## src/rtl/breaker_pkg.sv

```systemverilog
package breaker_pkg;
    // Timing base: all breaker timers count 10 ms ticks
    localparam int unsigned CLOCK_PERIOD_NS = 50;
    localparam int unsigned TICK_TIME_NS    = 10_000_000;

    localparam int ADDR_W = 8;
    localparam int DATA_W = 32;
    localparam int TMR_W  = 14;
    localparam int IL_N   = 3;

    // Register byte offsets
    localparam logic [ADDR_W-1:0] ADDR_CTRL      = 8'h00;
    localparam logic [ADDR_W-1:0] ADDR_CMD       = 8'h04;
    localparam logic [ADDR_W-1:0] ADDR_DISTURB_T = 8'h08;
    localparam logic [ADDR_W-1:0] ADDR_SYNC_T    = 8'h0C;
    localparam logic [ADDR_W-1:0] ADDR_MOVE_T    = 8'h10;
    localparam logic [ADDR_W-1:0] ADDR_DWELL_T   = 8'h14;
    localparam logic [ADDR_W-1:0] ADDR_STATUS    = 8'h18;

    // Control register fields
    localparam int CTRL_W             = 4;
    localparam int CTRL_SINGLE_BIT    = 0;
    localparam int CTRL_INCL_PROT_BIT = 1;
    localparam int CTRL_INCL_TRIP_BIT = 2;
    localparam int CTRL_SYNC_BIT      = 3;
    localparam logic [CTRL_W-1:0] CTRL_RESET = 4'h0;

    // Command register fields
    localparam int CMD_CLOSE_BIT = 0;
    localparam int CMD_OPEN_BIT  = 1;

    // Timer reset values and upper limit, in ticks
    localparam logic [TMR_W-1:0] DISTURB_T_RESET = 14'h0032;
    localparam logic [TMR_W-1:0] SYNC_T_RESET    = 14'h00C8;
    localparam logic [TMR_W-1:0] MOVE_T_RESET    = 14'h000A;
    localparam logic [TMR_W-1:0] DWELL_T_RESET   = 14'h0000;
    localparam logic [TMR_W-1:0] TMR_MAX         = 14'h2710;
    localparam logic [TMR_W-1:0] TMR_ZERO        = 14'h0000;

    // Position codes
    localparam logic [1:0] POS_INDETERMINATE = 2'h0;
    localparam logic [1:0] POS_OPEN          = 2'h1;
    localparam logic [1:0] POS_CLOSED        = 2'h2;
    localparam logic [1:0] POS_DISTURBED     = 2'h3;

    // Supervision flag indices
    localparam int F_SUCCESS   = 0;
    localparam int F_DISTURBED = 1;
    localparam int F_TRIP      = 2;
    localparam int F_DIR       = 3;
    localparam int F_CLOSE_OPN = 4;
    localparam int F_NOT_READY = 5;
    localparam int F_INTERLOCK = 6;
    localparam int F_SYNC      = 7;
    localparam int F_WITHDRAWN = 8;
    localparam int NUM_FLAGS   = 9;

    // Status register layout: {flags, busy, trip, slow, removed, il_open, il_close, pos}
    localparam int STATUS_W = NUM_FLAGS + 8;

    typedef enum logic [1:0] {
        ST_IDLE,
        ST_SYNC_WAIT,
        ST_MOVING,
        ST_DWELL
    } seq_state_t;
endpackage : breaker_pkg

```

## src/rtl/breaker_control_supervision.sv

```systemverilog
// Operation
// Position reads 0 indeterminate, 1 open, 2 closed, 3 disturbed.
// Contradicting contacts show disturbed only after the supervision timer expires.
// Single-contact mode uses the closed contact only; never indeterminate or disturbed.
// Close-interlock flag is the OR of all close interlock inputs.
// Open-interlock flag is the OR of all open interlock inputs.
// Success flag when the breaker reaches the requested end position.
// Disturbed flag when a command ends with the breaker disturbed.
// Refuse commands while a trip is pending; raise trip-pending failure.
// Direction flag for open when open, or close when closed.
// Dedicated flag for a close request while an open is pending.
// Not-ready flag when a command arrives without breaker ready.
// Interlocked commands are not executed; interlock flag raised instead.
// Synchronised close abandoned with timeout flag if never in sync.
// Command unsuccessful with withdrawn flag when breaker is removed.
// Close output from manual/external requests, optionally protection close.
// Open output from manual/external requests, optionally protection trip.
// Slow-breaker alarm on slow operation; cleared by its reset input.
// Removed status flag mirrors the removed input.
// Sync source must assert in-sync within the synchronisation time.
// Dwell time adjustable from 0 to 100 s, default 0.
// Command output only when nothing rejects; one failure flag per rejection.
// Supervision flags are sticky until the next command is taken.
module breaker_control_supervision #(
    parameter int unsigned TICK_CYCLES = breaker_pkg::TICK_TIME_NS / breaker_pkg::CLOCK_PERIOD_NS
) (
    // Clock and reset
    input  wire logic                           clock_in,
    input  wire logic                           rstn_in,
    // Register port
    input  wire logic [breaker_pkg::ADDR_W-1:0] addr_in,
    input  wire logic [breaker_pkg::DATA_W-1:0] wdata_in,
    input  wire logic                           wr_in,
    input  wire logic                           rd_in,
    output logic      [breaker_pkg::DATA_W-1:0] rdata_out,
    // Breaker contacts
    input  wire logic                           aux_closed_in,
    input  wire logic                           aux_open_in,
    input  wire logic                           ready_in,
    input  wire logic                           removed_in,
    input  wire logic                           in_sync_in,
    // Interlocks
    input  wire logic [breaker_pkg::IL_N-1:0]   close_interlock_input_in,
    input  wire logic [breaker_pkg::IL_N-1:0]   open_interlock_input_in,
    // Requests
    input  wire logic                           ext_close_in,
    input  wire logic                           ext_open_in,
    input  wire logic                           protection_close_in,
    input  wire logic                           protection_trip_request_in,
    input  wire logic                           trip_acknowledge_in,
    input  wire logic                           slow_breaker_alarm_reset_in,
    // Drive and status
    output logic                                close_cmd_out,
    output logic                                open_cmd_out,
    output logic      [1:0]                     position_out,
    output logic                                close_interlock_flag_out,
    output logic                                open_interlock_flag_out,
    output logic                                removed_flag_out,
    output logic                                slow_breaker_alarm_out,
    // Supervision flags
    output logic                                cmd_success_flag_out,
    output logic                                cmd_disturbed_flag_out,
    output logic                                cmd_trip_pending_fail_out,
    output logic                                cmd_direction_fail_out,
    output logic                                close_during_open_fail_out,
    output logic                                cmd_not_ready_fail_out,
    output logic                                cmd_interlock_fail_out,
    output logic                                cmd_sync_timeout_fail_out,
    output logic                                cmd_withdrawn_fail_out
);
    import breaker_pkg::*;

    logic                 tick;
    logic [CTRL_W-1:0]    ctrl_q;
    logic [TMR_W-1:0]     disturb_t_q;
    logic [TMR_W-1:0]     sync_t_q;
    logic [TMR_W-1:0]     move_t_q;
    logic [TMR_W-1:0]     dwell_t_q;
    logic [TMR_W-1:0]     dist_cnt_q;
    logic [TMR_W-1:0]     tmr_q;
    logic [TMR_W-1:0]     wr_time;
    logic [1:0]           position_q;
    logic [1:0]           position_d;
    logic [1:0]           target;
    logic [NUM_FLAGS-1:0] ces_q;
    logic [STATUS_W-1:0]  status;
    seq_state_t           state_q;
    logic                 dir_close_q;
    logic                 seq_close_q;
    logic                 seq_open_q;
    logic                 trip_pend_q;
    logic                 ext_close_q;
    logic                 ext_open_q;
    logic                 il_close;
    logic                 il_open;
    logic                 contradiction;
    logic                 dist_expired;
    logic                 cmd_wr;
    logic                 close_req;
    logic                 open_req;
    logic                 any_req;
    logic                 req_close;
    logic                 move_timeout;

    tick_gen #(
        .TICK_CYCLES (TICK_CYCLES)
    ) u_tick (
        .clock_in (clock_in),
        .rstn_in  (rstn_in),
        .tick_out (tick)
    );

    // Register writes; times are clamped to the 100.00 s ceiling
    assign wr_time = (wdata_in[TMR_W-1:0] > TMR_MAX) ? TMR_MAX : wdata_in[TMR_W-1:0];

    always_ff @(posedge clock_in or negedge rstn_in) begin
        if (!rstn_in) begin
            ctrl_q      <= CTRL_RESET;
            disturb_t_q <= DISTURB_T_RESET;
            sync_t_q    <= SYNC_T_RESET;
            move_t_q    <= MOVE_T_RESET;
            dwell_t_q   <= DWELL_T_RESET;
        end else if (wr_in) begin
            case (addr_in)
                ADDR_CTRL:      ctrl_q      <= wdata_in[CTRL_W-1:0];
                ADDR_DISTURB_T: disturb_t_q <= wr_time;
                ADDR_SYNC_T:    sync_t_q    <= wr_time;
                ADDR_MOVE_T:    move_t_q    <= wr_time;
                ADDR_DWELL_T:   dwell_t_q   <= wr_time;
                default:        ;
            endcase
        end
    end

    assign status = {ces_q, (state_q != ST_IDLE), trip_pend_q, slow_breaker_alarm_out,
                     removed_flag_out, open_interlock_flag_out, close_interlock_flag_out, position_q};

    // Unmapped and write-only addresses read as zero
    always_ff @(posedge clock_in or negedge rstn_in) begin
        if (!rstn_in) begin
            rdata_out <= '0;
        end else if (rd_in) begin
            case (addr_in)
                ADDR_CTRL:      rdata_out <= {{(DATA_W-CTRL_W){1'b0}}, ctrl_q};
                ADDR_DISTURB_T: rdata_out <= {{(DATA_W-TMR_W){1'b0}}, disturb_t_q};
                ADDR_SYNC_T:    rdata_out <= {{(DATA_W-TMR_W){1'b0}}, sync_t_q};
                ADDR_MOVE_T:    rdata_out <= {{(DATA_W-TMR_W){1'b0}}, move_t_q};
                ADDR_DWELL_T:   rdata_out <= {{(DATA_W-TMR_W){1'b0}}, dwell_t_q};
                ADDR_STATUS:    rdata_out <= {{(DATA_W-STATUS_W){1'b0}}, status};
                default:        rdata_out <= '0;
            endcase
        end else begin
            rdata_out <= '0;
        end
    end

    // Position evaluation
    assign contradiction = (aux_closed_in == aux_open_in);
    assign dist_expired  = (dist_cnt_q >= disturb_t_q);

    always_ff @(posedge clock_in or negedge rstn_in) begin
        if (!rstn_in) begin
            dist_cnt_q <= TMR_ZERO;
        end else if (!contradiction) begin
            dist_cnt_q <= TMR_ZERO;
        end else if (tick && !dist_expired) begin
            dist_cnt_q <= dist_cnt_q + 1'b1;
        end
    end

    always_comb begin
        if (ctrl_q[CTRL_SINGLE_BIT]) begin
            position_d = aux_closed_in ? POS_CLOSED : POS_OPEN;
        end else if (!contradiction) begin
            position_d = aux_closed_in ? POS_CLOSED : POS_OPEN;
        end else if (dist_expired) begin
            position_d = POS_DISTURBED;
        end else begin
            position_d = POS_INDETERMINATE;
        end
    end

    always_ff @(posedge clock_in or negedge rstn_in) begin
        if (!rstn_in) begin
            position_q <= POS_INDETERMINATE;
        end else begin
            position_q <= position_d;
        end
    end

    assign position_out = position_q;

    // Plain status mirrors
    assign il_close = |close_interlock_input_in;
    assign il_open  = |open_interlock_input_in;

    always_ff @(posedge clock_in or negedge rstn_in) begin
        if (!rstn_in) begin
            close_interlock_flag_out <= 1'b0;
            open_interlock_flag_out  <= 1'b0;
            removed_flag_out         <= 1'b0;
        end else begin
            close_interlock_flag_out <= il_close;
            open_interlock_flag_out  <= il_open;
            removed_flag_out         <= removed_in;
        end
    end

    // Trip stays pending until acknowledged; a new trip wins over the acknowledge
    always_ff @(posedge clock_in or negedge rstn_in) begin
        if (!rstn_in) begin
            trip_pend_q <= 1'b0;
        end else if (protection_trip_request_in) begin
            trip_pend_q <= 1'b1;
        end else if (trip_acknowledge_in) begin
            trip_pend_q <= 1'b0;
        end
    end

    // Request decode; external inputs are levels, so only their rising edge asks
    always_ff @(posedge clock_in or negedge rstn_in) begin
        if (!rstn_in) begin
            ext_close_q <= 1'b0;
            ext_open_q  <= 1'b0;
        end else begin
            ext_close_q <= ext_close_in;
            ext_open_q  <= ext_open_in;
        end
    end

    assign cmd_wr    = wr_in && (addr_in == ADDR_CMD);
    assign open_req  = (cmd_wr && wdata_in[CMD_OPEN_BIT]) || (ext_open_in && !ext_open_q);
    assign close_req = (cmd_wr && wdata_in[CMD_CLOSE_BIT]) || (ext_close_in && !ext_close_q);
    assign any_req   = open_req || close_req;
    // Open wins over a simultaneous close, the safe direction
    assign req_close = close_req && !open_req;
    assign target    = dir_close_q ? POS_CLOSED : POS_OPEN;

    assign move_timeout = (state_q == ST_MOVING) && (position_q != target) &&
                          (position_q != POS_DISTURBED) && !removed_in && (tmr_q == TMR_ZERO);

    // Command sequencer
    always_ff @(posedge clock_in or negedge rstn_in) begin
        if (!rstn_in) begin
            state_q     <= ST_IDLE;
            dir_close_q <= 1'b0;
            seq_close_q <= 1'b0;
            seq_open_q  <= 1'b0;
            tmr_q       <= TMR_ZERO;
            ces_q       <= '0;
        end else begin
            if (tick && (tmr_q != TMR_ZERO)) begin
                tmr_q <= tmr_q - 1'b1;
            end
            case (state_q)
                ST_IDLE: begin
                    if (any_req) begin
                        ces_q       <= '0;
                        dir_close_q <= req_close;
                        if (removed_in) begin
                            ces_q[F_WITHDRAWN] <= 1'b1;
                        end else if (trip_pend_q) begin
                            ces_q[F_TRIP] <= 1'b1;
                        end else if (position_q == (req_close ? POS_CLOSED : POS_OPEN)) begin
                            ces_q[F_DIR] <= 1'b1;
                        end else if (!ready_in) begin
                            ces_q[F_NOT_READY] <= 1'b1;
                        end else if (req_close ? il_close : il_open) begin
                            ces_q[F_INTERLOCK] <= 1'b1;
                        end else if (req_close && ctrl_q[CTRL_SYNC_BIT]) begin
                            state_q <= ST_SYNC_WAIT;
                            tmr_q   <= sync_t_q;
                        end else begin
                            seq_close_q <= req_close;
                            seq_open_q  <= !req_close;
                            tmr_q       <= move_t_q;
                            state_q     <= ST_MOVING;
                        end
                    end
                end
                ST_SYNC_WAIT: begin
                    if (in_sync_in) begin
                        seq_close_q <= 1'b1;
                        tmr_q       <= move_t_q;
                        state_q     <= ST_MOVING;
                    end else if (tmr_q == TMR_ZERO) begin
                        ces_q[F_SYNC] <= 1'b1;
                        state_q       <= ST_IDLE;
                    end
                end
                ST_MOVING: begin
                    if (close_req && !dir_close_q) begin
                        ces_q <= '0;
                        ces_q[F_CLOSE_OPN] <= 1'b1;
                    end else if (position_q == target) begin
                        ces_q <= NUM_FLAGS'(1) << F_SUCCESS;
                        seq_close_q      <= 1'b0;
                        seq_open_q       <= 1'b0;
                        tmr_q            <= dwell_t_q;
                        state_q          <= ST_DWELL;
                    end else if (position_q == POS_DISTURBED) begin
                        ces_q <= NUM_FLAGS'(1) << F_DISTURBED;
                        seq_close_q        <= 1'b0;
                        seq_open_q         <= 1'b0;
                        state_q            <= ST_IDLE;
                    end else if (removed_in) begin
                        ces_q <= NUM_FLAGS'(1) << F_WITHDRAWN;
                        seq_close_q        <= 1'b0;
                        seq_open_q         <= 1'b0;
                        state_q            <= ST_IDLE;
                    end else if (tmr_q == TMR_ZERO) begin
                        seq_close_q <= 1'b0;
                        seq_open_q  <= 1'b0;
                        state_q     <= ST_IDLE;
                    end
                end
                ST_DWELL: begin
                    if (close_req && !dir_close_q) begin
                        ces_q <= '0;
                        ces_q[F_CLOSE_OPN] <= 1'b1;
                    end
                    if (tmr_q == TMR_ZERO) begin
                        state_q <= ST_IDLE;
                    end
                end
                default: begin
                    state_q <= ST_IDLE;
                end
            endcase
        end
    end

    // Slow operation alarm; a new timeout wins over the reset input
    always_ff @(posedge clock_in or negedge rstn_in) begin
        if (!rstn_in) begin
            slow_breaker_alarm_out <= 1'b0;
        end else if (move_timeout) begin
            slow_breaker_alarm_out <= 1'b1;
        end else if (slow_breaker_alarm_reset_in) begin
            slow_breaker_alarm_out <= 1'b0;
        end
    end

    // Drive outputs, protection terms bypass supervision when enabled
    always_ff @(posedge clock_in or negedge rstn_in) begin
        if (!rstn_in) begin
            close_cmd_out <= 1'b0;
            open_cmd_out  <= 1'b0;
        end else begin
            close_cmd_out <= seq_close_q || (ctrl_q[CTRL_INCL_PROT_BIT] && protection_close_in);
            open_cmd_out  <= seq_open_q || (ctrl_q[CTRL_INCL_TRIP_BIT] && protection_trip_request_in);
        end
    end

    assign cmd_success_flag_out       = ces_q[F_SUCCESS];
    assign cmd_disturbed_flag_out     = ces_q[F_DISTURBED];
    assign cmd_trip_pending_fail_out  = ces_q[F_TRIP];
    assign cmd_direction_fail_out     = ces_q[F_DIR];
    assign close_during_open_fail_out = ces_q[F_CLOSE_OPN];
    assign cmd_not_ready_fail_out     = ces_q[F_NOT_READY];
    assign cmd_interlock_fail_out     = ces_q[F_INTERLOCK];
    assign cmd_sync_timeout_fail_out  = ces_q[F_SYNC];
    assign cmd_withdrawn_fail_out     = ces_q[F_WITHDRAWN];
endmodule : breaker_control_supervision

```

## src/rtl/tick_gen.sv

```systemverilog
module tick_gen #(
    parameter int unsigned TICK_CYCLES = 200000
) (
    // Clock and reset
    input  wire logic clock_in,
    input  wire logic rstn_in,
    // Tick
    output logic      tick_out
);
    localparam int CNT_W = $clog2(TICK_CYCLES + 1);
    localparam logic [CNT_W-1:0] CNT_LAST = CNT_W'(TICK_CYCLES - 1);

    logic [CNT_W-1:0] cnt_q;

    always_ff @(posedge clock_in or negedge rstn_in) begin
        if (!rstn_in) begin
            cnt_q    <= '0;
            tick_out <= 1'b0;
        end else begin
            tick_out <= (cnt_q == CNT_LAST);
            if (cnt_q == CNT_LAST) begin
                cnt_q <= '0;
            end else begin
                cnt_q <= cnt_q + 1'b1;
            end
        end
    end
endmodule : tick_gen

```

## config.mk

```make
export PLATFORM = sky130hd
export DESIGN_NAME = breaker_control_supervision
export DESIGN_NICKNAME = d
export VERILOG_FILES = /design/src/rtl/breaker_pkg.sv /design/src/rtl/breaker_control_supervision.sv /design/src/rtl/tick_gen.sv
export SDC_FILE = /design/constraint.sdc
export NUM_CORES = 1
export LEC_CHECK = 0
export ABC_AREA = 0
export BUFFER_PORTS_ARGS = -buffer_cell sky130_fd_sc_hd__buf_2
export CAP_MARGIN = 30
export CORE_AREA = 2 2 135 137
export CTS_CLUSTER_DIAMETER = 50
export DETAILED_ROUTE_END_ITERATION = 16
export DIE_AREA = 0 0 137 139
export GPL_TIMING_DRIVEN = 0
export PLACE_DENSITY_LB_ADDON = 0.1
export SYNTH_ARGS = -nofsm -noshare
export SYNTH_HDL_FRONTEND = slang
export SYNTH_SLANG_ARGS = --single-unit
```

## constraint.sdc

```tcl
create_clock -name clock_in -period 2.8 [get_ports clock_in]
set_clock_uncertainty 0.05 [all_clocks]
set_input_delay 0.56 -clock clock_in [delete_from_list [all_inputs] [get_ports clock_in]]
set_output_delay 0.56 -clock clock_in [all_outputs]
set_load 0.02 [all_outputs]
```

After elaboration in Yosys (flattened, before gate mapping)
Cells that the tools add are included.
- register bits: 164
- output and inout port bits: 49
- word-level logic and storage cells: 200
- add/subtract/negate cells: 3
- magnitude comparators: 2
- equality and inequality tests: 31
- muxes and demuxes: 87
- reduce and logical (&&, ||, !) cells: 51
- operators by type and width (cell ; number):
    2-to-1 mux 14 bit ; 14
    case mux 17 bit (6 select lines) ; 1
    2-to-1 mux 9 bit ; 6
    2-to-1 mux 2 bit ; 23
    case mux 14 bit (3 select lines) ; 1
    2-to-1 mux 1 bit ; 34
    2-to-1 mux 32 bit ; 1
    != test 2 bit, second input constant ; 13
    equality test 8 x 5 -> 1 bit, second input constant ; 3
    case mux 7 bit (3 select lines) ; 1
    adder 18 x 1 -> 18 bit, second input constant ; 1
    equality test 18 bit, second input constant ; 1
    2-to-1 mux 18 bit ; 1
    equality test 8 x 4 -> 1 bit, second input constant ; 2
    logical AND 1 bit ; 16
    adder 14 x 1 -> 14 bit, second input constant ; 1
    greater-or-equal comparator 14 bit ; 1
    > comparator 14 bit, second input constant ; 1
    zero test 14 bit ; 1
    nonzero test 14 bit ; 1
    subtractor 14 x 1 -> 14 bit, second input constant ; 1
    AND reduction 2 bit ; 6
    AND reduction 11 bit ; 1
    != test 5 x 2 -> 1 bit, second input constant ; 2
    other kinds (22) ; 41

Depth between registers and ports, before layout
Gate-level depths: netlist of run 1.
- word-level depth: 15
- gate-level depth with buffers: 11
- mapped depth without buffers: 9

Modules after synthesis
Synthesis of run 1 repeated with hierarchy kept, for this count alone.
- cells, all modules: 793
- area, all modules: 7656.1 um^2
- by module, submodules not included (module ; instances ; cells each ; area each (um^2)):
    breaker_control_supervision ; 1 ; 712 ; 6730.2
    tick_gen ; 1 ; 81 ; 925.9

Worst setup path after synthesis of run 1
Ideal clock, no wire load.
- path type: in2reg
- start point: input wr_in
- end point: register tmr_q[3]
- library setup time: 87 ps
- arrival: 2498 ps
- setup slack: 166 ps
- cell stages on the path: 9
- buffers on the path: 2
- cell sequence: clkbuf_1 -> or4bb_1 -> or4_4 -> a21oi_4 -> and3_1 -> buf_4 -> a221o_1 -> a21oi_1 -> a211oi_2
- cells in the longest elaborated chain, start to end: 14
- elaborated cells between the ends (all ways): 22
- RTL lines (element ; line ; text):
    start: declaration ; breaker_control_supervision.sv:33 ; input wire logic wr_in,
    logical AND 1 bit * ; breaker_control_supervision.sv:231 ; assign cmd_wr = wr_in && (addr_in == ADDR_CMD);
    logical AND 1 bit ; breaker_control_supervision.sv:232 ; assign open_req = (cmd_wr && wdata_in[CMD_OPEN_BIT]) || (ext_open_in && !ext_open_q);
    logical OR 1 bit ; breaker_control_supervision.sv:232 ;
    zero test 1 bit ; breaker_control_supervision.sv:236 ; assign req_close = close_req && !open_req;
    logical AND 1 bit ; breaker_control_supervision.sv:236 ;
    logical AND 1 bit ; breaker_control_supervision.sv:270 ; end else if (req_close && ctrl_q[CTRL_SYNC_BIT]) begin
    2-to-1 mux 14 bit ; breaker_control_supervision.sv:270 ;
    2-to-1 mux 14 bit ; breaker_control_supervision.sv:268 ; end else if (req_close ? il_close : il_open) begin
    2-to-1 mux 14 bit ; breaker_control_supervision.sv:266 ; end else if (!ready_in) begin
    2-to-1 mux 14 bit ; breaker_control_supervision.sv:264 ; end else if (position_q == (req_close ? POS_CLOSED : POS_OPEN)) begin
    2-to-1 mux 14 bit ; breaker_control_supervision.sv:262 ; end else if (trip_pend_q) begin
    2-to-1 mux 14 bit ; breaker_control_supervision.sv:260 ; if (removed_in) begin
    2-to-1 mux 14 bit ; breaker_control_supervision.sv:257 ; if (any_req) begin
    case mux 14 bit (3 select lines) * ; breaker_control_supervision.sv:255 ; case (state_q)
    end signal: assignment ; breaker_control_supervision.sv:253 ; tmr_q <= tmr_q - 1'b1;
    end signal: assignment ; breaker_control_supervision.sv:272 ; tmr_q <= sync_t_q;
    end signal: assignment ; breaker_control_supervision.sv:276 ; tmr_q <= move_t_q;
    end: declaration ; breaker_control_supervision.sv:80 ; logic [TMR_W-1:0] tmr_q;
Mark *: on every way between the ends. The rest lies on a longest branch, timed or not.
A chain may end at the register's enable or synchronous reset.

Worst setup path in the final report of run 1
- start point: input addr_in[5] (netlist bit)
- end point: register tmr_q[1]
- cells in the longest elaborated chain, start to end: 15
- elaborated cells between the ends (all ways): 23
- RTL lines (element ; line ; text):
    start: declaration ; breaker_control_supervision.sv:31 ; input wire logic [breaker_pkg::ADDR_W-1:0] addr_in,
    equality test 8 x 3 -> 1 bit * ; breaker_control_supervision.sv:231 ;
    logical AND 1 bit * ; breaker_control_supervision.sv:231 ;
    logical AND 1 bit ; breaker_control_supervision.sv:232 ;
    logical OR 1 bit ; breaker_control_supervision.sv:232 ;
    zero test 1 bit ; breaker_control_supervision.sv:236 ;
    logical AND 1 bit ; breaker_control_supervision.sv:236 ;
    logical AND 1 bit ; breaker_control_supervision.sv:270 ;
    2-to-1 mux 14 bit ; breaker_control_supervision.sv:270 ;
    2-to-1 mux 14 bit ; breaker_control_supervision.sv:268 ;
    2-to-1 mux 14 bit ; breaker_control_supervision.sv:266 ;
    2-to-1 mux 14 bit ; breaker_control_supervision.sv:264 ;
    2-to-1 mux 14 bit ; breaker_control_supervision.sv:262 ;
    2-to-1 mux 14 bit ; breaker_control_supervision.sv:260 ;
    2-to-1 mux 14 bit ; breaker_control_supervision.sv:257 ;
    case mux 14 bit (3 select lines) * ; breaker_control_supervision.sv:255 ;
Marked as above.

==> results of run 1 <==
## registers in the layout, summed over array words and instances, names as in the netlist, 14 cells and up
name	cells
u_tick.cnt_q	18
dist_cnt_q	14
rdata_out	17
tmr_q	14
dwell_t_q	14
sync_t_q	14
move_t_q	14
disturb_t_q	14
## worst paths after layout
| kind | start | to | slack [ps] | depth (start not counted) |
|---|---|---|---|---|
| setup / recovery | addr_in[5] | tmr_q[1]$_DFF_PN0_ | 110 | 10 |
| hold / removal | rstn_in | state_q[1]$_DFFE_PN0P_ | 60 | 1 |
| setup reg to reg | disturb_t_q[5]$_DFFE_PN1P_ | dist_cnt_q[12]$_DFFE_PN0P_ | 150 | 10 |
| hold reg to reg | seq_close_q$_DFFE_PN0P_ | close_cmd_out$_DFF_PN0_ | 420 | 1 |
| max in group asynchronous | rstn_in | sync_t_q[6]$_DFFE_PN1P_ | 1780 | 2 |
| min in group clock_in | ext_open_in | ext_open_q$_DFF_PN0_ | 200 | 1 |
## stage by stage
stage | total power, mW | instance area (sq um) | hold WS, ps | util, % | setup WS [ps]
after floorplan | 3.35 | 7810 | 214 | - | 166
after global placement | 3.82 | 8470 | 411 | 48.0 | -1170
after detailed placement | 3.84 | 8510 | 402 | 48.2 | -663
after CTS | 6.30 | 9160 | 80.3 | 51.9 | 11.7
after global routing | 6.57 | 9230 | 117 | 52.3 | -8.90
final | 6.27 | 9230 | 63.8 | 52.3 | 114
## routing by layer
| metal | GRT usage (%) | up-vias | share of wire, % | routed length, um |
|---|---|---|---|---|
| li1 | - | 3158 | - | - |
| met1 | 33.8 | 3206 | 45 | 10100 |
| met2 | 40.0 | 148 | 48 | 10900 |
| met3 | 3.76 | 38 | 4.5 | 1020 |
| met4 | 9.06 | 0 | 2.4 | 532 |
| met5 | 0 | - | 0 | 0 |
## logic make-up after synthesis
logic type,count (synthesis)
muxes,21
other,1
DFF,149
buffers and inverters,83
and+or+nand+nor,294
adders and majority gates,21
AOI/OAI and AO/OA,219
xor gates and xnor gates,28
## worst max-delay path, cell delays in order
cell	delay (ps)
buf_2	120
nor4_4	260
buf_4	180
a41oi_2	200
a21oi_2	230
nor2b_1	90
clkbuf_1	190
clkbuf_2	270
a222oi_1	650
o22ai_1	150
## cell usage after synthesis, types with 2 or more instances
library cell	n	area share [%]
nand4_1	7	0.56
nor2_1	53	2.6
nor3_1	15	0.97
a31oi_1	6	0.48
or3_1	4	0.32
a21o_1	11	1.1
nand3b_1	2	0.19
nor4_1	10	0.81
dfstp_2	8	2.7
ha_1	21	3.4
a21boi_0	3	0.29
buf_4	16	1.5
o21ai_0	71	4.6
nand2b_1	22	1.8
and2_1	3	0.24
buf_2	3	0.19
inv_1	34	1.6
o211ai_1	3	0.29
mux2_2	15	2.2
o31ai_1	5	0.48
xor2_1	12	1.4
a22oi_1	15	1.5
a41oi_1	3	0.34
or4_1	10	0.97
nor2b_1	9	0.73
nand2_1	110	5.3
and3_1	13	1.0
o41ai_1	3	0.34
clkbuf_1	30	1.5
or4_4	2	0.29
xnor2_1	16	1.8
nand3_1	20	1.3
a41o_1	3	0.39
nor3b_1	7	0.68
dfrtp_1	141	45
a21oi_1	43	2.8
o22ai_1	13	1.0
mux2i_1	6	0.77
a222oi_1	23	3.0
a2bb2oi_1	3	0.34
## layout make-up
cell class	count	area [sq um]	share of cell area [%]
multi-input combinational	598	3770	40.8
sequential	149	3740	40.5
clock buffer	20	447	4.84
timing repair buffer	78	424	4.60
tap	229	287	3.10
buffer	49	256	2.78
clock inverter	12	178	1.93
inverter	34	128	1.38
antenna	1	2.50	0.0271
## power breakdown
part           switching, mW  internal [mW]
combinational          0.887          0.462
sequential             0.170           2.31
clock                  0.926           1.52
total                   1.98           4.29
## timing repair
item                       4_1_cts  5_1_grt
gates cloned                     0        0
hold buffers                     0        0
setup buffers                    0        1
pin swaps                        2        3
resized for setup                6       17
setup endpoints to repair       17       30
==> metrics.md, run 1 <==
| Metric | Value |
|---|---|
| TNS Setup | 0 ps |
| Post-layout min period | 2690 ps |
| Num CTS Buffers | 17 |
| Async set or reset register ratio after synthesis | 100% |
| Status | completed |
| Slew @ Worst Pin | 673 ps |
| Syn Inst Count | 816 |
| Largest family of logic cells by synthesized area | compound AO/OA/AOI/OAI gates |
| Initial DRC count | 476 |
| Total power per unit cell area | 680 nW/um^2 |
| Synth Cell Area | 7760 sq um |
| GRT Total Usage | 24.8% |
| Synth Area in Compound Gates | 18.8% |
| Worst-case vdd ir drop | 0.000420 V |
| Post-synthesis register bit count | 149 |
| Element type at the critical path start | input pin |
| Req. time, crit path | 3030 ps |
| Syn Area/Cell | 9.51 sq um |
| Layout cells sized above 1 | 18.9% |
| First-pass GRT wire length | 36.2 mm |
| Largest net degree at the start of global routing | 86 |
| Worst setup EP type | flip-flop |
| Die X-Extent | 137 um |
| Initial core utilization | 44.0% |
| Fillers | 1657 |
| Sink Count | 149 |
| DRT Pass-1 Iters | 6 |
| Leading cell type in the layout, fill and taps excluded | dfrtp_1 |
| Num rows | 49 |
| Worst skew pair latency | 430 ps |
| Number of flops mapped to enable cells by yosys | 0 |
| Most used DFF post-synth | dfrtp_1 |
| Commonest cells after routing, fill and taps aside | 141 x dfrtp_1, 110 x nand2_1, 77 x buf_2 |
| CTS tree | done |
| Synth Area in XOR/XNOR | 3.16% |
| Longest Clk Path Bufs | 2 |
| Fin crit share | 95.9% |
| Number of global-route vias before repair | 6606 |
| Area grow syn2layout | 18.9% |
| Count of cell types in the netlist | 62 |
| Final hold violations | 0 |
| Mux cell area share after synthesis | 2.95% |
| Max-Cap Viols | 0 |
| Core footprint | 17700 sq um |
| Vias | 6550 |
| DIE AREA | 19000 sq um |
| Register area share after synthesis | 48.2% |
| Warnings, synthesis | 0 |
| CTS clk-pin slew, worst paths | 60 ps |
| Residual DRC | 0 |
| Final nets | 1009 |
| Leak | 4.17 nW |
| PortBufs | 74 |
| # setup viols final | 0 |
| Remaining antenna violation count | 0 |
| Pins over their slew limit | 0 |
| RD Place Congestion | 0.883 |
| Critical-path maximum fanout | 10 |
| CTS Root Cell | clkbuf_16 |
| Io pins | 110 |
| Non-Filler Instances | 1170 |
| Initial antenna violation count | 0 |
| Slew margin rel. | 55.0% |
| F_max | 372 MHz |
| Simple-gate portion of the synthesized area | 18.6% |
| Routed WL | 22.5 mm |
| Die height | 139 um |
| Synth Area in Adders | 3.39% |
| # H-tree levels | 4 |
| Vias per inst | 5.60 |
| Gr ovfl total | 0 |
| Cell count after placement | 1135 |
| Critical Path AT | 2920 ps |
| Hold Path Class | input pin to asynchronous set/reset pin |
| Routed wire per std cell | 19.3 um |
| Hpwl dp | 16.7 mm |
| Kind of critical path | input pin to flip-flop |
No activity file was read; power rests on OpenSTA's default activity.
==> run 2, diff against run 1 <==
--- a/config.mk
+++ b/config.mk
@@ -6,12 +6,12 @@
 export NUM_CORES = 1
 export LEC_CHECK = 0
 export ABC_AREA = 0
-export BUFFER_PORTS_ARGS = -buffer_cell sky130_fd_sc_hd__buf_2
 export CAP_MARGIN = 30
 export CORE_AREA = 2 2 135 137
 export CTS_CLUSTER_DIAMETER = 50
 export DETAILED_ROUTE_END_ITERATION = 16
 export DIE_AREA = 0 0 137 139
+export DONT_BUFFER_PORTS = 1
 export GPL_TIMING_DRIVEN = 0
 export PLACE_DENSITY_LB_ADDON = 0.1
 export SYNTH_ARGS = -nofsm -noshare
==> run 2 against run 1 <==
The flow now finishes with violations (negative hold slack). Flip-flop and latch count did not move. Clock-buffer cell count decreased by 1. Sequential power grew 4%. Global-route usage decreased by 0.65 points. Die area stayed put. Critical path depth shrank 1. Clock power up 2%. Critical endpoint unchanged.
==> metrics.md, run 2 (synthesis gave the netlist of run 1 again) <==
| Metric | Value |
|---|---|
| Initial DRC count | 541 (+14%) |
| Final hold violations | 149 (+149) |
| Largest register FFs | 18 (unchanged) |
| Residual DRC | 0 (unchanged) |
| Fin crit share | 96.3% (+0.39 points) |
| FF-to-FF End | dist_cnt_q[12]$_DFFE_PN0P_ |
| Reg area | 3740 sq um (unchanged) |
| Fillers | 1638 (-1.1%) |
| Critical-path maximum fanout | 9 (-1) |
| Critical Path AT | 2930 ps (about the same) |
| Max-Cap Viols | 0 (unchanged) |
| Initial core utilization | 44.0% (unchanged) |
| Number of global-route vias before repair | 6405 (-3.0%) |
| CTS Root Cell | clkbuf_16 |
| Worst-case vdd ir drop | 0.000381 V (-9.3%) |
| Overall Power | 6.16 mW (-1.8%) |
| Worst R2R Setup Slack | 150 ps (about the same) |
| # H-tree levels | 4 (unchanged) |
| First-pass GRT wire length | 35.2 mm (-2.8%) |
| F_max | 371 MHz (-0.40%) |
| Slew @ Worst Pin | 915 ps (+241 ps) |
| Status | complete, but fails checks |
| Placed inst area | 8110 sq um (-4.7%) |
| Pins over their slew limit | 0 (unchanged) |
| R2R cell count | 10 (unchanged) |
| Multi-input gate area | 3740 sq um (-0.63%) |
| Leading cell type in the layout, fill and taps excluded | dfrtp_1 |
| Num CTS Buffers | 17 (unchanged) |
| Die height | 139 um (unchanged) |
| Area grow syn2layout | 13.5% |
| Register bank with the most flops | u_tick.cnt_q |
| R2r startpoint | disturb_t_q[5]$_DFFE_PN1P_ |
| Commonest cells after routing, fill and taps aside | 141 x dfrtp_1, 110 x nand2_1, 71 x o21ai_0 |
| Die X-Extent | 137 um (unchanged) |
| Largest net degree at the start of global routing | 150 (+74%) |
| Post-layout min period | 2700 ps (+10.9 ps) |
| RSZ-0062 raised after global routing | no |
| Longest Clk Path Bufs | 2 (unchanged) |
| Hold slack | -229 ps (-292 ps) |
| DRT Pass-1 Iters | 6 (unchanged) |
| Leak | 3.82 nW (-8.3%) |
| Vias | 6500 (-0.76%) |
| CTS clk-pin slew, worst paths | 60 ps (about the same) |
| TNS Setup | 0 ps (unchanged) |
| # setup viols final | 0 (unchanged) |
| RD Place Congestion | 0.945 (+7.0%) |
| Hpwl dp | 16.8 mm (+0.36%) |
| Io pins | 110 (unchanged) |
| Antenna diodes | 0 (-1) |
| Hold Path Class | input pin to asynchronous set/reset pin |
| Slew margin rel. | 38.6% (-16 points) |
| Req. time, crit path | 3040 ps (about the same) |
| Routed WL | 22.5 mm (-0.16%) |
| PortBufs | 0 (-100%) |
| Sink Count | 149 (unchanged) |
| Remaining antenna violation count | 0 (unchanged) |
| Kind of critical path | input pin to flip-flop |
| Total power per unit cell area | 699 nW/um^2 (+2.8%) |
| Failing checks | negative hold slack |
| Initial antenna violation count | 0 (unchanged) |
| # Post-CTS Setup Buffers | 0 (unchanged) |
| DIE AREA | 19000 sq um (unchanged) |
| Worst skew pair latency | 430 ps (about the same) |
| Cell area after layout | 8810 sq um (-4.5%) |
| Gr ovfl total | 0 (unchanged) |
| Utilization after layout | 49.9% (-2.4 points) |
| Core footprint | 17700 sq um (unchanged) |
| Worst setup EP type | flip-flop |
| Routed wire per std cell | 20.6 um (+6.9%) |
| Final nets | 933 (-7.5%) |
| Vias per inst | 5.95 (+6.2%) |
| Layout cells sized above 1 | 11.3% (-7.6 points) |
| Num rows | 49 (unchanged) |
| Element type at the critical path start | input pin |
| Top flop regs | u_tick.cnt_q (18), rdata_out (17) |
| GRT Total Usage | 24.2% (-0.65 points) |
| CTS tree | done |
[run 2: worst max-delay path, stage by stage]
cell	delay (ps)
clkbuf_1	300
inv_1	250
a41o_1	290
and3_1	190
clkbuf_1	220
and3_1	230
buf_4	180
a222oi_1	560
o22ai_1	160
[run 2: area by class of cell]
type / instances / share of cell area (%)
clock buffers: 19 / 5.14
well taps: 229 / 3.25
clock inverters: 13 / 2.19
multi-input cells: 598 / 42.5
plain buffers: 49 / 2.90
repair buffers: 2 / 0.142
inverters: 34 / 1.45
flip-flops and latches: 149 / 42.4
[run 2: stage by stage]
| stage | setup WS [ps] | cells | hold slack [ps] |
|---|---|---|---|
| floorplan | 166 | 830 | 214 |
| detailed placement | -501 | 1061 | 219 |
| CTS | -2.51 | 1093 | -239 |
| global placement | -493 | 1059 | 219 |
| finish | 103 | 1093 | -229 |
| global route | 1.60 | 1093 | -247 |
[run 2: metal layers]
| metal | up-vias | track usage (%) | wire (um) |
|---|---|---|---|
| met5 | - | 0 | 0 |
| met4 | 0 | 7.92 | 422 |
| met3 | 37 | 6.03 | 1440 |
| met2 | 225 | 40.1 | 11200 |
| met1 | 3224 | 30.7 | 9410 |
| li1 | 3014 | - | - |
[run 2: power by group]
group	internal, mW	switching, mW
Sequential	2.31	0.262
Combinational	0.391	0.707
Clock	1.55	0.937
[run 2: repair_timing]
action,4_1_cts,5_1_grt
endpoints found under the setup margin,7,42
endpoints found under the hold margin,149,149
cloned,0,0
resized for setup,2,15
pin swaps,0,1
[run 2: worst max-delay path by stage]
stage                                 end  depth (start not counted)                        from
3_3_place_gp           tmr_q[1]$_DFF_PN0_                          8                  addr_in[5]
3_5_place_dp           tmr_q[1]$_DFF_PN0_                          9                       wr_in
4_1_cts        dist_cnt_q[12]$_DFFE_PN0P_                         10  disturb_t_q[5]$_DFFE_PN1P_
5_1_grt                tmr_q[1]$_DFF_PN0_                          9                  addr_in[3]
2_1_floorplan          tmr_q[3]$_DFF_PN0_                          9                       wr_in
6_report               tmr_q[1]$_DFF_PN0_                          9                  addr_in[3]
==> run 3, diff against run 2 <==
--- a/config.mk
+++ b/config.mk
@@ -14,6 +14,7 @@
 export DONT_BUFFER_PORTS = 1
 export GPL_TIMING_DRIVEN = 0
 export PLACE_DENSITY_LB_ADDON = 0.1
+export SETUP_SLACK_MARGIN = 0.15
 export SYNTH_ARGS = -nofsm -noshare
 export SYNTH_HDL_FRONTEND = slang
 export SYNTH_SLANG_ARGS = --single-unit
==> run 3 against run 2 <==
The flow still finishes with violations (negative hold slack). Worst setup slack better by 56 ps. Register-to-register slack better by 50 ps. Flip-flop and latch count stayed put. Cell area rose by 1.1%. Via count increased by 0.85%. Die area stayed put. Total power rose by 0.45%. Combinational power hardly changed. Clock power about the same. Critical endpoint unchanged.
==> metrics.md, run 3 (synthesis gave the netlist of run 1 again) <==
| Metric | Value |
|---|---|
| CTS Root Cell | clkbuf_16 |
| Routed wire per std cell | 20.6 um (+0.17%) |
| Fillers | 1628 (-0.61%) |
| Io pins | 110 (unchanged) |
| Worst skew pair latency | 430 ps (about the same) |
| Largest net degree at the start of global routing | 150 (unchanged) |
| Core footprint | 17700 sq um (unchanged) |
| Pre-CTS WS | -501 ps (unchanged) |
| Area grow syn2layout | 14.8% |
| Slew @ Worst Pin | 663 ps (-251 ps) |
| Critical path, cell by cell | clkbuf_2, and4bb_2, a41o_1, and3_1, clkbuf_1, and3_1, buf_4, a222oi_1, o22ai_1 |
| Fin crit share | 94.3% (-2.0 points) |
| First-pass GRT wire length | 35.3 mm (+0.30%) |
| Leading cell type in the layout, fill and taps excluded | dfrtp_1 |
| Num CTS Buffers | 17 (unchanged) |
| RD Place Congestion | 0.945 (unchanged) |
| Worst-case vdd ir drop | 0.000378 V (-0.78%) |
| Routed WL | 22.6 mm (+0.53%) |
| Clock power share | 40.2% (-0.2 points) |
| Vias per inst | 5.98 (+0.48%) |
| Hold slack | -227 ps (+1.88 ps) |
| Failing checks | negative hold slack |
| Worst setup EP type | flip-flop |
| PortBufs | 0 (unchanged) |
| DIE AREA | 19000 sq um (unchanged) |
| Slew margin rel. | 55.8% (+17 points) |
| Vias | 6555 (+0.85%) |
| Buf/Inv on CP | 3 (-1) |
| Kind of critical path | input pin to flip-flop |
| Final nets | 937 (+0.43%) |
| Status | complete, but fails checks |
| Die height | 139 um (unchanged) |
| Final WS setup | 158 ps (+55.6 ps) |
| Final hold violations | 141 (-5.4%) |
| Initial antenna violation count | 0 (unchanged) |
| Num rows | 49 (unchanged) |
| Met2 WL | 11.5 mm (+2.5%) |
| Element type at the critical path start | input pin |
| Internal Power | 4.27 mW (+0.44%) |
| Crit path largest cell delay | 590 ps (+30 ps) |
| Initial core utilization | 44.0% (unchanged) |
| Leak | 3.86 nW (+1.0%) |
| Total power per unit cell area | 694 nW/um^2 (-0.66%) |
| M1 wire length | 9.32 mm (-0.94%) |
| NetSw | 1.92 mW (+0.49%) |
| Slowest-stage cell, CP | a222oi_1 |
| Gr ovfl total | 0 (unchanged) |
| Post-layout min period | 2640 ps (-55.6 ps) |
| Top Metal Used | met4 |
| CTS tree | done |
| Critical Path AT | 2880 ps (-50 ps) |
| Number of global-route vias before repair | 6446 (+0.64%) |
| Hold Path Class | input pin to asynchronous set/reset pin |
| Largest register FFs | 18 (unchanged) |
| DRT Pass-1 Iters | 9 (+3) |
| Sequential Power Share | 41.6% (-0.2 points) |
| Top delay family on crit path | compound AO/OA/AOI/OAI gates |
| Top flop regs | u_tick.cnt_q (18), rdata_out (17) |
| Antenna diodes | 0 (unchanged) |
| GRT Total Usage | 24.3% (+0.11 points) |
| Switch share | 31.0% (about the same) |
| Longest Clk Path Bufs | 2 (unchanged) |
| RSZ-0062 raised after global routing | yes |
| Hpwl dp | 16.8 mm (unchanged) |
| TNS Setup | 0 ps (unchanged) |
| Met3 Wirelength | 1.48 mm (+2.8%) |
| Sink Count | 149 (unchanged) |
| # setup viols final | 0 (unchanged) |
| Req. time, crit path | 3040 ps (about the same) |
| Gate power share | 18.2% (+0.4 points) |
| Commonest cells after routing, fill and taps aside | 140 x dfrtp_1, 110 x nand2_1, 71 x o21ai_0 |
| Layout cells sized above 1 | 13.1% (+1.8 points) |
| Die X-Extent | 137 um (unchanged) |
| Initial DRC count | 595 (+10%) |
| Max-Cap Viols | 0 (unchanged) |
| CP most frequent cell | and3_1 |
| Register bank with the most flops | u_tick.cnt_q |
| CTS clk-pin slew, worst paths | 60 ps (about the same) |
| Critical-path maximum fanout | 9 (unchanged) |
| Pins over their slew limit | 0 (unchanged) |
| # H-tree levels | 4 (unchanged) |
| Residual DRC | 0 (unchanged) |
| Remaining antenna violation count | 0 (unchanged) |
| F_max | 379 MHz (+2.1%) |
run 3: metrics by stage:
step / total power, mW / std cells / util, % / area (sq um)
after global routing: 6.47 / 1097 / 50.5 / 8910
final: 6.19 / 1097 / 50.5 / 8910
after CTS: 6.20 / 1093 / 49.9 / 8810
after detailed placement: 3.68 / 1061 / 45.9 / 8110
after global placement: 3.66 / 1059 / 45.9 / 8100
after floorplan: 3.35 / 830 / - / 7810
run 3: area by class of cell:
cell class,instances,area (sq um),area share (%)
Timing Repair Buffer,6,42.5,0.477
Inverter,34,131,1.47
Multi-Input combinational cell,598,3800,42.6
Sequential cell,149,3740,42.0
Clock inverter,13,193,2.16
Tap cell,229,287,3.22
Buffer,49,267,2.99
Clock buffer,19,453,5.08
run 3: metal layers:
layer | up-vias | global-route usage, %
li1 | 3012 | -
met1 | 3263 | 30.7
met2 | 245 | 40.5
met3 | 35 | 6.14
met4 | 0 | 7.65
met5 | - | 0
run 3: final timing paths:
kind                                                  from                          to  slack [ps]  cells after the start
worst max register to register  disturb_t_q[5]$_DFFE_PN1P_  dist_cnt_q[13]$_DFFE_PN0P_         200                     10
min in group clock_in                           removed_in  removed_flag_out$_DFF_PN0_         110                      0
worst max-delay path                                 wr_in          tmr_q[1]$_DFF_PN0_         160                      9
worst min-delay path                               rstn_in      state_q[0]$_DFFE_PN0P_        -230                      0
max in group asynchronous                          rstn_in     sync_t_q[7]$_DFFE_PN1P_        2560                      0
worst min register to register     seq_close_q$_DFFE_PN0P_     close_cmd_out$_DFF_PN0_         420                      1
run 3: what timing repair did:
item | 4_1_cts | 5_1_grt
gates resized for setup | 14 | 19
setup buffers | 0 | 4
pin swaps | 3 | 6
hold endpoints to repair | 149 | 149
setup endpoints to repair | 29 | 41
run 3: worst reg2reg max path, delay by kind of cell (launching register included):
| family | cells | cell delay (ps) |
|---|---|---|
| flops | 1 | 560 |
| buf+inv | 2 | 240 |
| mux | 1 | 230 |
| fa+ha+maj | 1 | 300 |
| simple gates | 1 | 360 |
| compound gates | 5 | 790 |
run 3: power by group through the flow:
stage	logic, mW	clock network [mW]	registers [mW]
2_1_floorplan	0.817	0	2.53
3_3_place_gp	1.06	0	2.60
3_5_place_dp	1.07	0	2.61
4_1_cts	1.10	2.53	2.57
5_1_grt	1.25	2.63	2.59
6_report	1.13	2.48	2.57
